File: config.mk
export PLATFORM = sky130hd
export DESIGN_NAME = gpio_port
export DESIGN_NICKNAME = d
export VERILOG_FILES = /design/src/rtl/gpio_port_pkg.sv /design/src/rtl/pin_sync.sv /design/src/rtl/pad_driver.sv /design/src/rtl/gpio_port.sv
export SDC_FILE = /design/constraint.sdc
export NUM_CORES = 1
export LEC_CHECK = 0
export BUFFER_PORTS_ARGS = -buffer_cell sky130_fd_sc_hd__buf_4
export CELL_PAD_IN_SITES_DETAIL_PLACEMENT = 1
export CELL_PAD_IN_SITES_GLOBAL_PLACEMENT = 2
export CORE_MARGIN = 8
export CORE_UTILIZATION = 37
export DETAILED_ROUTE_END_ITERATION = 16
export GPL_ROUTABILITY_DRIVEN = 0
export PLACE_DENSITY_LB_ADDON = 0.1
export SYNTH_ARGS = -nofsm -noshare
export SYNTH_HDL_FRONTEND = slang
export SYNTH_SLANG_ARGS = --single-unit
File: constraint.sdc
create_clock -name clk_in -period 8 [get_ports clk_in]
set_input_delay 2 -clock clk_in [delete_from_list [all_inputs] [get_ports clk_in]]
set_output_delay 2 -clock clk_in [all_outputs]
set_load 0.02 [all_outputs]
File: src/rtl/gpio_port_pkg.sv
package gpio_port_pkg;
  localparam int PORT_WIDTH = 8;
  localparam int ADDR_WIDTH = 5;
  // Register byte offsets
  localparam logic [4:0] OFF_PIN_DATA = 5'h00;
  localparam logic [4:0] OFF_DIRECTION = 5'h04;
  localparam logic [4:0] OFF_OUTPUT_LATCH = 5'h08;
  localparam logic [4:0] OFF_OPEN_DRAIN = 5'h0c;
  localparam logic [4:0] OFF_SLEW_LIMIT = 5'h10;
  localparam logic [4:0] OFF_THRESHOLD = 5'h14;
  localparam logic [4:0] OFF_ANALOG_SELECT = 5'h18;
  // Reset values
  localparam logic [7:0] RST_DIRECTION = 8'hff;
  localparam logic [7:0] RST_LATCH = 8'h00;
  localparam logic [7:0] RST_OPEN_DRAIN = 8'h00;
  localparam logic [7:0] RST_SLEW = 8'h00;
  localparam logic [7:0] RST_THRESHOLD = 8'h00;
  localparam logic [7:0] RST_ANALOG = 8'hff;
  localparam logic [31:0] UNMAPPED_READ = 32'h0000_0000;
endpackage

File: src/rtl/pin_sync.sv
`timescale 1ns/1ns
module pin_sync
  import gpio_port_pkg::*;
#(
  parameter int WIDTH = PORT_WIDTH
) (
  input wire logic clk_in,
  input wire logic rst_n_in,
  input wire logic [WIDTH-1:0] async_in,
  output logic [WIDTH-1:0] sync_out
);
  logic [WIDTH-1:0] stage1_reg;

  // Two-flop synchroniser, first stage read only by the second
  always_ff @(posedge clk_in or negedge rst_n_in) begin
    if (!rst_n_in) begin
      stage1_reg <= '0;
      sync_out <= '0;
    end else begin
      stage1_reg <= async_in;
      sync_out <= stage1_reg;
    end
  end
endmodule

File: src/rtl/pad_driver.sv
`timescale 1ns/1ns
module pad_driver
  import gpio_port_pkg::*;
#(
  parameter int WIDTH = PORT_WIDTH
) (
  input wire logic clk_in,
  input wire logic rst_n_in,
  input wire logic [WIDTH-1:0] direction_in,
  input wire logic [WIDTH-1:0] latch_in,
  input wire logic [WIDTH-1:0] open_drain_in,
  output logic [WIDTH-1:0] pad_out,
  output logic [WIDTH-1:0] pad_oe_out
);
  genvar i;
  generate
    for (i = 0; i < WIDTH; i++) begin : g_pin
      always_ff @(posedge clk_in or negedge rst_n_in) begin
        if (!rst_n_in) begin
          pad_out[i] <= 1'b0;
          pad_oe_out[i] <= 1'b0;
        end else begin
          pad_out[i] <= open_drain_in[i] ? 1'b0 : latch_in[i];
          pad_oe_out[i] <= !direction_in[i] && !(open_drain_in[i] && latch_in[i]);
        end
      end
    end
  endgenerate
endmodule

File: src/rtl/gpio_port.sv
// Chosen here: the register offsets and the Wishbone slave port.
`timescale 1ns/1ns
// Behaviour
// - Eight pins, each input or output
// - Direction one turns driver off
// - Direction zero drives latch bit
// - Reads pins, writes go to latch
// - Port writes load the whole byte into the latch
// - Direction governs drivers, even analog
// - Open-drain sinks only, else push-pull
// - Slew bit limits edge rate
// - Threshold bit picks CMOS or TTL
// - Analog pins read zero digitally
// - Analog select leaves outputs alone
// - Analog select resets to analog
module gpio_port
  import gpio_port_pkg::*;
#(
  parameter int WIDTH = PORT_WIDTH
) (
  input wire logic clk_in,
  input wire logic reset_n_in,
  input wire logic wb_cyc_in,
  input wire logic wb_stb_in,
  input wire logic wb_we_in,
  input wire logic [ADDR_WIDTH-1:0] wb_adr_in,
  input wire logic [3:0] wb_sel_in,
  input wire logic [31:0] wb_dat_in,
  output logic [31:0] wb_dat_out,
  output logic wb_ack_out,
  input wire logic [WIDTH-1:0] pad_in,
  output logic [WIDTH-1:0] pad_out,
  output logic [WIDTH-1:0] pad_oe_out,
  output logic [WIDTH-1:0] slew_limit_out,
  output logic [WIDTH-1:0] ttl_threshold_out,
  output logic [WIDTH-1:0] analog_enable_out,
  output logic [WIDTH-1:0] digital_in_out
);
  logic rst_meta_reg;
  logic rst_n_reg;
  logic [WIDTH-1:0] pin_sync;
  logic [WIDTH-1:0] pin_digital;
  logic [WIDTH-1:0] direction_reg;
  logic [WIDTH-1:0] latch_reg;
  logic [WIDTH-1:0] latch_next;
  logic [WIDTH-1:0] open_drain_reg;
  logic [WIDTH-1:0] slew_reg;
  logic [WIDTH-1:0] threshold_reg;
  logic [WIDTH-1:0] analog_reg;
  logic [31:0] read_next;
  logic req;
  logic wr_lane0;

  ////////////////////////////////////////////////////////////////////
  // Reset release
  always_ff @(posedge clk_in or negedge reset_n_in) begin
    if (!reset_n_in) begin
      rst_meta_reg <= 1'b0;
      rst_n_reg <= 1'b0;
    end else begin
      rst_meta_reg <= 1'b1;
      rst_n_reg <= rst_meta_reg;
    end
  end

  ////////////////////////////////////////////////////////////////////
  // Input path
  // synchronise pin samples
  pin_sync #(.WIDTH(WIDTH)) u_sync (
    .clk_in(clk_in),
    .rst_n_in(rst_n_reg),
    .async_in(pad_in),
    .sync_out(pin_sync)
  );

  assign pin_digital = pin_sync & ~analog_reg;

  // Threshold choice lives in the pad cell; selection drives it out
  always_ff @(posedge clk_in or negedge rst_n_reg) begin
    if (!rst_n_reg) begin
      digital_in_out <= '0;
      analog_enable_out <= RST_ANALOG;
      ttl_threshold_out <= RST_THRESHOLD;
      slew_limit_out <= RST_SLEW;
    end else begin
      digital_in_out <= pin_digital;
      analog_enable_out <= analog_reg;
      ttl_threshold_out <= threshold_reg;
      slew_limit_out <= slew_reg;
    end
  end

  ////////////////////////////////////////////////////////////////////
  // Bus slave: answers one cycle after request, ack drops next cycle
  assign req = wb_cyc_in && wb_stb_in && !wb_ack_out;
  assign wr_lane0 = req && wb_we_in && wb_sel_in[0];

  always_ff @(posedge clk_in or negedge rst_n_reg) begin
    if (!rst_n_reg) begin
      wb_ack_out <= 1'b0;
    end else begin
      wb_ack_out <= req;
    end
  end

  always_comb begin
    latch_next = latch_reg;
    if (wr_lane0 && wb_adr_in == OFF_PIN_DATA) begin
      latch_next = wb_dat_in[WIDTH-1:0];
    end else if (wr_lane0 && wb_adr_in == OFF_OUTPUT_LATCH) begin
      latch_next = wb_dat_in[WIDTH-1:0];
    end
  end

  always_ff @(posedge clk_in or negedge rst_n_reg) begin
    if (!rst_n_reg) begin
      latch_reg <= RST_LATCH;
    end else begin
      latch_reg <= latch_next;
    end
  end

  always_ff @(posedge clk_in or negedge rst_n_reg) begin
    if (!rst_n_reg) begin
      direction_reg <= RST_DIRECTION;
    end else if (wr_lane0 && wb_adr_in == OFF_DIRECTION) begin
      direction_reg <= wb_dat_in[WIDTH-1:0];
    end
  end

  always_ff @(posedge clk_in or negedge rst_n_reg) begin
    if (!rst_n_reg) begin
      open_drain_reg <= RST_OPEN_DRAIN;
    end else if (wr_lane0 && wb_adr_in == OFF_OPEN_DRAIN) begin
      open_drain_reg <= wb_dat_in[WIDTH-1:0];
    end
  end

  always_ff @(posedge clk_in or negedge rst_n_reg) begin
    if (!rst_n_reg) begin
      slew_reg <= RST_SLEW;
    end else if (wr_lane0 && wb_adr_in == OFF_SLEW_LIMIT) begin
      slew_reg <= wb_dat_in[WIDTH-1:0];
    end
  end

  always_ff @(posedge clk_in or negedge rst_n_reg) begin
    if (!rst_n_reg) begin
      threshold_reg <= RST_THRESHOLD;
    end else if (wr_lane0 && wb_adr_in == OFF_THRESHOLD) begin
      threshold_reg <= wb_dat_in[WIDTH-1:0];
    end
  end

  always_ff @(posedge clk_in or negedge rst_n_reg) begin
    if (!rst_n_reg) begin
      analog_reg <= RST_ANALOG;
    end else if (wr_lane0 && wb_adr_in == OFF_ANALOG_SELECT) begin
      analog_reg <= wb_dat_in[WIDTH-1:0];
    end
  end

  always_comb begin
    read_next = UNMAPPED_READ;
    unique case (wb_adr_in)
      OFF_PIN_DATA: read_next[WIDTH-1:0] = pin_digital;
      OFF_DIRECTION: read_next[WIDTH-1:0] = direction_reg;
      OFF_OUTPUT_LATCH: read_next[WIDTH-1:0] = latch_reg;
      OFF_OPEN_DRAIN: read_next[WIDTH-1:0] = open_drain_reg;
      OFF_SLEW_LIMIT: read_next[WIDTH-1:0] = slew_reg;
      OFF_THRESHOLD: read_next[WIDTH-1:0] = threshold_reg;
      OFF_ANALOG_SELECT: read_next[WIDTH-1:0] = analog_reg;
      default: read_next = UNMAPPED_READ;
    endcase
  end

  always_ff @(posedge clk_in or negedge rst_n_reg) begin
    if (!rst_n_reg) begin
      wb_dat_out <= UNMAPPED_READ;
    end else if (req && !wb_we_in) begin
      wb_dat_out <= read_next;
    end
  end

  ////////////////////////////////////////////////////////////////////
  // Output path
  // one driver slice per pin
  pad_driver #(.WIDTH(WIDTH)) u_drv (
    .clk_in(clk_in),
    .rst_n_in(rst_n_reg),
    .direction_in(direction_reg),
    .latch_in(latch_reg),
    .open_drain_in(open_drain_reg),
    .pad_out(pad_out),
    .pad_oe_out(pad_oe_out)
  );

  ////////////////////////////////////////////////////////////////////
  // Checks
  // ack lasts one cycle
  a_ack_single: assert property (@(posedge clk_in) disable iff (!rst_n_reg)
    wb_ack_out |=> !wb_ack_out)
    else $error("ack held two cycles");

  a_ack_follows: assert property (@(posedge clk_in) disable iff (!rst_n_reg)
    req |=> wb_ack_out)
    else $error("ack missing");

  a_latch_write: assert property (@(posedge clk_in) disable iff (!rst_n_reg)
    (wr_lane0 && wb_adr_in == OFF_PIN_DATA) |=> latch_reg == $past(wb_dat_in[WIDTH-1:0]))
    else $error("port write missed latch");

  a_analog_zero: assert property (@(posedge clk_in) disable iff (!rst_n_reg)
    (digital_in_out & analog_enable_out) == '0)
    else $error("analog pin read one");

  a_input_hiz: assert property (@(posedge clk_in) disable iff (!rst_n_reg)
    ##1 ((pad_oe_out & $past(direction_reg)) == '0))
    else $error("input pin driven");

  a_output_drive: assert property (@(posedge clk_in) disable iff (!rst_n_reg)
    ##1 ((pad_out & ~$past(open_drain_reg)) == ($past(latch_reg) & ~$past(open_drain_reg))))
    else $error("output not latch");

  a_od_sink: assert property (@(posedge clk_in) disable iff (!rst_n_reg)
    ##1 ((pad_oe_out & $past(open_drain_reg) & $past(latch_reg)) == '0))
    else $error("open drain sourced");

  a_sync_delay: assert property (@(posedge clk_in) disable iff (!rst_n_reg)
    ##3 (digital_in_out == ($past(pad_in, 3) & ~$past(analog_reg, 1))))
    else $error("sync latency wrong");

  a_slew_follow: assert property (@(posedge clk_in) disable iff (!rst_n_reg)
    ##1 (slew_limit_out == $past(slew_reg)))
    else $error("slew out stale");

  a_thresh_follow: assert property (@(posedge clk_in) disable iff (!rst_n_reg)
    ##1 (ttl_threshold_out == $past(threshold_reg)))
    else $error("threshold stale");

  a_latch_alias: assert property (@(posedge clk_in) disable iff (!rst_n_reg)
    (wr_lane0 && wb_adr_in == OFF_OUTPUT_LATCH) |=> latch_reg == $past(wb_dat_in[WIDTH-1:0]))
    else $error("latch write missed");

  a_latch_hold: assert property (@(posedge clk_in) disable iff (!rst_n_reg)
    !(wr_lane0 && (wb_adr_in == OFF_PIN_DATA || wb_adr_in == OFF_OUTPUT_LATCH)) |=> $stable(latch_reg))
    else $error("latch changed unasked");

  a_lane_ignored: assert property (@(posedge clk_in) disable iff (!rst_n_reg)
    (req && wb_we_in && !wb_sel_in[0]) |=> ($stable(latch_reg) && $stable(direction_reg)))
    else $error("masked write landed");

  a_read_pins: assert property (@(posedge clk_in) disable iff (!rst_n_reg)
    (req && !wb_we_in && wb_adr_in == OFF_PIN_DATA) |=> wb_dat_out[WIDTH-1:0] == $past(pin_sync & ~analog_reg))
    else $error("pin read wrong");

  a_read_upper: assert property (@(posedge clk_in) disable iff (!rst_n_reg)
    wb_ack_out |-> (wb_dat_out >> WIDTH) == '0)
    else $error("upper read bits set");

  a_read_hold: assert property (@(posedge clk_in) disable iff (!rst_n_reg)
    !(req && !wb_we_in) |=> $stable(wb_dat_out))
    else $error("read data moved");

  a_analog_read: assert property (@(posedge clk_in) disable iff (!rst_n_reg)
    (req && !wb_we_in && wb_adr_in == OFF_PIN_DATA) |=> (wb_dat_out[WIDTH-1:0] & $past(analog_reg)) == '0)
    else $error("analog bit read one");

  a_dir_write: assert property (@(posedge clk_in) disable iff (!rst_n_reg)
    (wr_lane0 && wb_adr_in == OFF_DIRECTION) |=> direction_reg == $past(wb_dat_in[WIDTH-1:0]))
    else $error("direction write missed");

  a_od_write: assert property (@(posedge clk_in) disable iff (!rst_n_reg)
    (wr_lane0 && wb_adr_in == OFF_OPEN_DRAIN) |=> open_drain_reg == $past(wb_dat_in[WIDTH-1:0]))
    else $error("open drain write missed");

  a_slew_write: assert property (@(posedge clk_in) disable iff (!rst_n_reg)
    (wr_lane0 && wb_adr_in == OFF_SLEW_LIMIT) |=> slew_reg == $past(wb_dat_in[WIDTH-1:0]))
    else $error("slew write missed");

  a_thresh_write: assert property (@(posedge clk_in) disable iff (!rst_n_reg)
    (wr_lane0 && wb_adr_in == OFF_THRESHOLD) |=> threshold_reg == $past(wb_dat_in[WIDTH-1:0]))
    else $error("threshold write missed");

  a_analog_write: assert property (@(posedge clk_in) disable iff (!rst_n_reg)
    (wr_lane0 && wb_adr_in == OFF_ANALOG_SELECT) |=> analog_reg == $past(wb_dat_in[WIDTH-1:0]))
    else $error("analog write missed");

  a_analog_follow: assert property (@(posedge clk_in) disable iff (!rst_n_reg)
    ##1 (analog_enable_out == $past(analog_reg)))
    else $error("analog out stale");

  a_analog_drive: assert property (@(posedge clk_in) disable iff (!rst_n_reg)
    ##1 (pad_oe_out == (~$past(direction_reg) & ~($past(open_drain_reg) & $past(latch_reg)))))
    else $error("enable depends on analog");

  a_pushpull_src: assert property (@(posedge clk_in) disable iff (!rst_n_reg)
    ##1 ((pad_oe_out & ~$past(open_drain_reg)) == (~$past(direction_reg) & ~$past(open_drain_reg))))
    else $error("push pull not driven");

  a_od_low: assert property (@(posedge clk_in) disable iff (!rst_n_reg)
    ##1 ((pad_out & $past(open_drain_reg)) == '0))
    else $error("open drain drove high");

  a_dir_governs: assert property (@(posedge clk_in) disable iff (!rst_n_reg)
    ##1 ((pad_oe_out & $past(direction_reg) & $past(analog_reg)) == '0))
    else $error("analog input driven");
endmodule

==> results of run 1 <==
-- final timing paths --
path	from	to	slack, ns	cells past startpoint
max	wb_adr_in[4]	slew_reg[5]	3.81	5
max reg2reg	wb_ack_out	threshold_reg[6]	5.81	4
max in group asynchronous	rst_n_reg	wb_dat_out[4]	6.31	1
min in group asynchronous	rst_n_reg	u_drv.pad_out[5]	0.39	0
min	u_sync.stage1_reg[4]	u_sync.sync_out[4]	0.35	0
min reg2reg	u_sync.stage1_reg[4]	u_sync.sync_out[4]	0.35	0
-- power breakdown --
group          switching [mW]  internal [mW]
clock                   0.260          0.497
sequential             0.0217          0.656
combinational          0.0613         0.0438
total                   0.343           1.20
-- critical path: cells and delay by family --
family	cells	cell delay, ns
AND/OR/NAND/NOR	3	1.76
multiplexers	1	0.42
buffers and inverters	1	0.30
-- area by class of cell --
type,instances,area share
Inverter,1,0.000622
Clock inverter,7,0.0145
Timing Repair Buffer,84,0.105
Sequential cell,123,0.516
Multi-Input combinational cell,194,0.245
Tap cell,172,0.0357
Clock buffer,25,0.0838
-- synth_stat cells, types with 4 or more instances --
cell type | n | area [µm²]
o22ai_1 | 8 | 50.1
mux2_4 | 8 | 120
dfstp_2 | 24 | 631
a21oi_1 | 19 | 95.1
mux2i_1 | 11 | 110
dfrtp_1 | 99 | 2480
nor2b_1 | 18 | 113
a2111oi_0 | 4 | 35.0
nand3b_1 | 4 | 30.0
clkbuf_1 | 7 | 26.3
buf_4 | 25 | 188
nand2_1 | 14 | 52.6
or3b_2 | 4 | 35.0
mux2_2 | 40 | 450
o21ai_0 | 5 | 25.0
and3_1 | 8 | 50.1
or3_1 | 5 | 31.3
-- kinds of logic after synthesis --
group / after synthesis / synth area share
AOI/OAI and AO/OA: 39 / 0.0481
other: 2 / 0.00158
buffers and inverters: 38 / 0.0507
muxes: 60 / 0.148
DFF: 123 / 0.656
and+or+nand+nor: 70 / 0.0953
-- stage by stage --
step / worst slack [ns] / std cells / total power [mW] / util
final: 3.81 / 606 / 1.54 / 0.480
after global routing: 3.56 / 606 / 1.60 / 0.480
after CTS: 3.72 / 606 / 1.56 / 0.480
after detailed placement: 3.28 / 574 / 0.795 / 0.433
after global placement: 3.36 / 574 / 0.793 / 0.433
after floorplan: 4.36 / 355 / 0.752 / -
-- placed cells by master, fill, tap and decap left out, types with 5 or more instances in the layout --
| master | instances |
|---|---|
| buf_4 | 84 |
| o21ai_0 | 5 |
| a21oi_1 | 19 |
| clkbuf_8 | 5 |
| mux2_2 | 40 |
| and3_1 | 8 |
| nand2_1 | 14 |
| mux2i_1 | 11 |
| clkbuf_16 | 17 |
| dfrtp_1 | 98 |
| nor2b_1 | 18 |
| o22ai_1 | 8 |
| dfstp_2 | 24 |
| conb_1 | 25 |
| or3_1 | 5 |
| mux2_4 | 8 |
-- per-layer routing --
layer,share of wire,GRT usage,vias to the layer above,routed length [µm]
li1,-,-,1293,-
met1,0.41,0.166,1472,4580
met2,0.51,0.230,69,5690
met3,0.064,0.0530,19,715
met4,0.020,0.0767,0,227
met5,0,0,-,0
==> flow_metrics.env, run 1 <==
export IMPL_leakagePower_nw=2.87
export IMPL_clock_path_buffers=2
export IMPL_netlist_area_um2=4740
export IMPL_async_reset_ff_frac=1.00
export IMPL_tns_ns=0
export IMPL_clock_latency_ns=0.42
export IMPL_finalSetupViolations=0
export IMPL_synth_ff_type="dfrtp_1"
export IMPL_crit_chain="buf_4 -> nor4b_1 -> and2b_1 -> nor2b_1 -> mux2_2"
export IMPL_dieArea_um2=16700
export IMPL_syn_area_per_cell_um2=14.3
export IMPL_fmax_mhz=238
export IMPL_cts_resized=0
export IMPL_yosys_warnings=0
export IMPL_syn_to_final_growth_pct=27.3
export IMPL_holdWs_ns=0.347
export IMPL_critPathLaunchType="input pin"
export IMPL_drive_above_1_share=0.447
export IMPL_slew_violations=0
export IMPL_post_route_min_period_ns=4.19
export IMPL_grt_use_total=0.144
export IMPL_p_per_area_nw_per_um2=255
export IMPL_cp_required_ns=8.30
export IMPL_grt_max_degree=64
export IMPL_design_area_um2=6030
export IMPL_clock_sink_count=123
export IMPL_relSlewSlack=0.395
export IMPL_antenna_found_initial=0
export IMPL_cts_max_level=4
export IMPL_ant_nets=0
export IMPL_hp_class="reg -> reg"
export IMPL_clkTransAtPathRegs_ns=0.05
export IMPL_grt_pass1_vias=3192
export IMPL_synth_ff_latch_count=123
export IMPL_postCtsHoldBufs=0
export IMPL_root_buffer="clkbuf_16"
export IMPL_period_share=0.524
export IMPL_seqCellArea_um2=3110
export IMPL_coreArea_um2=12600
export IMPL_routed_wirelength_mm=11.2
export IMPL_cts_buffers=17
export IMPL_io_buffers=83
export IMPL_ys_types=37
export IMPL_die_height_um=129
export IMPL_worstSetupEndpointType="flip-flop"
export IMPL_drc=0
export IMPL_rsz0062_at_grt="false"
export IMPL_cp_slowest_stage_delay_ns=0.78
export IMPL_critical_path_class="in -> reg"
export IMPL_antenna_cells_inserted=0
export IMPL_fill_cells=1320
export IMPL_start_util=0.377
export IMPL_crit_arrival_ns=4.49
export IMPL_cp_slowest_cell="nor4b_1"
export IMPL_finalHoldViolations=0
export IMPL_synth_cells=332
export IMPL_io_pins=135
export IMPL_post_cts_setup_buffer_count=0
export IMPL_wl_per_cell_um=18.5
export IMPL_status="completed"
export IMPL_crit_fanout=27
export IMPL_placed_area_um2=5440
export IMPL_dr_first_iter_drc_count=112
export IMPL_nets=475
export IMPL_cts_tree="done"
export IMPL_grt_overflow=0
export IMPL_synth_edf_count=0
export IMPL_die_w_um=129
export IMPL_synth_seq_area_share=0.656
export IMPL_dr_total_vias=2853
export IMPL_dp_hpwl_mm=7.75
export IMPL_tightest_slew_ns=0.894
export IMPL_grt_pass1_wl_mm=17.7
export IMPL_worst_clock_skew_ns=0.00725
export IMPL_drt_pass1_iter_count=4
export IMPL_cap_violations=0
export IMPL_num_rows=41
export IMPL_post_drt_via_cell_ratio=4.71
export IMPL_multi_input_area_um2=1480
export IMPL_vdd_drop_max_v=0.000122
No activity file was read; power rests on OpenSTA's default activity.
==> inputs of run 2 (changes only) <==
Settings changed: ABC_AREA set to 1, CORE_UTILIZATION 37 to 29.
Clock period 8 ns to 3.6 ns, I/O delays scaled along.
==> run 2 against run 1 <==
Cell count is 30% higher. Cell area grew 3.0%. Synthesized cell count is 42% higher. Area after synthesis increased by 2.4%. Combinational power grew 140%. Utilization down 10 points. Sequential power increased by 120%. Critical path type unchanged. Clock skew increased by 0.00080 ns. Highest routed layer unchanged. Sequential share of layout area fell by 1.5 points. Routed wire length up 19%. Critical path depth unchanged. Sequential cell count did not move.
==> flow_metrics.env, run 2 <==
export IMPL_status="completed"
export IMPL_syn_to_final_growth_pct=28.1
export IMPL_tns_ns=0
export IMPL_dr_first_iter_drc_count=160
export IMPL_antenna_found_initial=0
export IMPL_clkTransAtPathRegs_ns=0.06
export IMPL_cp_slowest_cell="nand4_2"
export IMPL_leakagePower_nw=3.10
export IMPL_p_per_area_nw_per_um2=571
export IMPL_dp_hpwl_mm=9.29
export IMPL_cp_required_ns=3.89
export IMPL_crit_chain="buf_4 -> inv_2 -> nand4_2 -> nand2_1 -> o21ai_1"
export IMPL_hp_class="in -> async"
export IMPL_grt_max_degree=75
export IMPL_layout_commonest_cell="nand2_1"
export IMPL_die_w_um=145
export IMPL_finalHoldViolations=0
export IMPL_cts_resized=0
export IMPL_die_height_um=145
export IMPL_wl_met2_mm=6.70
export IMPL_synth_ff_type="dfrtp_1"
export IMPL_wl_per_cell_um=16.8
export IMPL_synth_seq_area_share=0.641
export IMPL_drc=0
export IMPL_coreArea_um2=16500
export IMPL_fin_util=0.377
export IMPL_dieArea_um2=21100
export IMPL_netlist_area_um2=4850
export IMPL_netlist_top_cells_count="nand2_1 (107), dfrtp_1 (99), nand4_1 (48), o21ai_1 (48), inv_1 (35)"
export IMPL_worst_clock_skew_ns=0.00805
export IMPL_power_frac_comb=0.071
export IMPL_rsz0062_at_grt="false"
export IMPL_ys_types=21
export IMPL_yosysMostFrequentCell="nand2_1"
export IMPL_route_met3_wl_um=591
export IMPL_slew_violations=0
export IMPL_io_buffers=83
export IMPL_async_reset_ff_frac=1.00
export IMPL_cts_buffers=17
export IMPL_root_buffer="clkbuf_16"
export IMPL_grt_pass1_vias=3927
export IMPL_grt_pass1_wl_mm=21.5
export IMPL_num_rows=47
export IMPL_clock_path_buffers=2
export IMPL_tightest_slew_ns=0.958
export IMPL_clockPowerShare=0.504
export IMPL_crit_start="wb_adr_in[4]"
export IMPL_p_switching_mw=0.886
export IMPL_cap_violations=0
export IMPL_cts_tree="done"
export IMPL_post_route_min_period_ns=2.16
export IMPL_synth_cells=471
export IMPL_critical_path_class="in -> reg"
export IMPL_switching_share=0.250
export IMPL_fmax_mhz=462
export IMPL_synth_edf_count=0
export IMPL_power_internal_mw=2.66
export IMPL_critPathLaunchType="input pin"
export IMPL_crit_arrival_ns=2.45
export IMPL_r2r_end="latch_reg[0]"
export IMPL_worstSetupEndpointType="flip-flop"
export IMPL_yosys_area_top_type="dfrtp_1"
export IMPL_start_util=0.295
export IMPL_antenna_cells_inserted=0
export IMPL_yosys_top_cells_area="dfrtp_1 (51%), dfstp_2 (13%), nand2_1 (8.3%)"
export IMPL_post_drt_via_cell_ratio=4.43
export IMPL_postCtsHoldBufs=0
export IMPL_r2r_start="wb_ack_out"
export IMPL_pwr_share_seq=0.425
export IMPL_grt_overflow=0
export IMPL_synth_top_area_frac=0.511
export IMPL_dr_total_vias=3496
export IMPL_yosys_warnings=0
export IMPL_worst_r2r_cell_count=6
export IMPL_m1WireLength_mm=5.69
export IMPL_post_cts_setup_buffer_count=0
export IMPL_stdcell_count=789
export IMPL_cts_max_level=4
export IMPL_relSlewSlack=0.361
export IMPL_reg2reg_slack_ns=1.79
export IMPL_final_cell_mix="nand2_1 (107), dfrtp_1 (98), buf_4 (84)"
export IMPL_ant_nets=0
export IMPL_syn_area_per_cell_um2=10.3
export IMPL_drt_pass1_iter_count=4
export IMPL_period_share=0.601
export IMPL_routed_wirelength_mm=13.3
export IMPL_dp_slack_ns=1.04
export IMPL_clock_sink_count=123
export IMPL_dp_cells=757
export IMPL_layout_setup_ws_ns=1.44
export IMPL_grt_use_total=0.132
export IMPL_vdd_drop_max_v=0.000322
export IMPL_drive_above_1_share=0.292
export IMPL_io_pins=135
export IMPL_crit_fanout=28
export IMPL_crit_end="latch_reg[0]"
export IMPL_nets=610
export IMPL_clock_latency_ns=0.42
export IMPL_finalSetupViolations=0
export IMPL_synth_ff_latch_count=123
export IMPL_routed_top_layer="met4"
export IMPL_cp_slowest_stage_delay_ns=0.58
-- run 2: changes by cell type after synthesis, moves of 9 or more --
| cell | delta |
|---|---|
| nor2_1 | +32 |
| o21ai_1 | +48 |
| nand4_1 | +48 |
| nor2b_1 | -18 |
| mux2i_1 | -11 |
| a21oi_1 | -11 |
| mux2_2 | -40 |
| nand2_1 | +93 |
| buf_2 | +9 |
| inv_1 | +34 |
-- run 2: how the worst min path moves through the flow --
stage | end | cells after the start | slack (ns) | from
2_1_floorplan | rst_n_reg | 0 | 0.33 | rst_meta_reg
3_3_place_gp | u_sync.sync_out[5] | 0 | 0.33 | u_sync.stage1_reg[5]
3_5_place_dp | rst_n_reg | 0 | 0.34 | rst_meta_reg
4_1_cts | rst_n_reg | 1 | 0.24 | reset_n_in
5_1_grt | rst_n_reg | 1 | 0.24 | reset_n_in
6_report | rst_n_reg | 1 | 0.25 | reset_n_in
-- run 2: routing by layer --
layer / global-route usage / up-vias
met3: 0.0364 / 21
met1: 0.151 / 1716
met5: 0 / -
li1: - / 1672
met2: 0.223 / 87
met4: 0.0645 / 0
-- run 2: cell families after synthesis --
logic type,share of synthesized area
other cells,0.00155
buf+inv,0.0867
simple gates,0.213
flops,0.641
compound gates,0.0578
-- run 2: area by class of cell --
class / instances / area [µm²]
clock buffer: 18 / 439
multi-input combinational: 290 / 1410
inverter: 39 / 146
tap: 220 / 275
sequential: 123 / 3110
timing repair buffer: 85 / 651
clock inverter: 14 / 184
fill: 1847 / 10300
-- run 2: metrics by stage --
| step | area (µm²) | total power [mW] | hold slack (ns) |
|---|---|---|---|
| 2_1_floorplan | 4940 | 1.69 | 0.331 |
| 3_3_place_gp | 5590 | 1.79 | 0.334 |
| 3_5_place_dp | 5590 | 1.79 | 0.336 |
| 4_1_cts | 6210 | 3.60 | 0.237 |
| 5_1_grt | 6210 | 3.70 | 0.235 |
| 6_report | 6210 | 3.55 | 0.253 |
-- run 2: power by group through the flow --
stage          combinational (mW)  sequential, mW  clock [mW]
5_1_grt                     0.278            1.52        1.90
3_5_place_dp                0.257            1.54           0
4_1_cts                     0.258            1.51        1.83
2_1_floorplan               0.125            1.56           0
6_report                    0.253            1.51        1.79
3_3_place_gp                0.252            1.53           0
-- run 2: critical path, delay by kind of cell --
kind	cells	cell delay (ns)
AND/OR/NAND/NOR	2	0.80
buffers and inverters	2	0.67
AO/OA/AOI/OAI	1	0.08
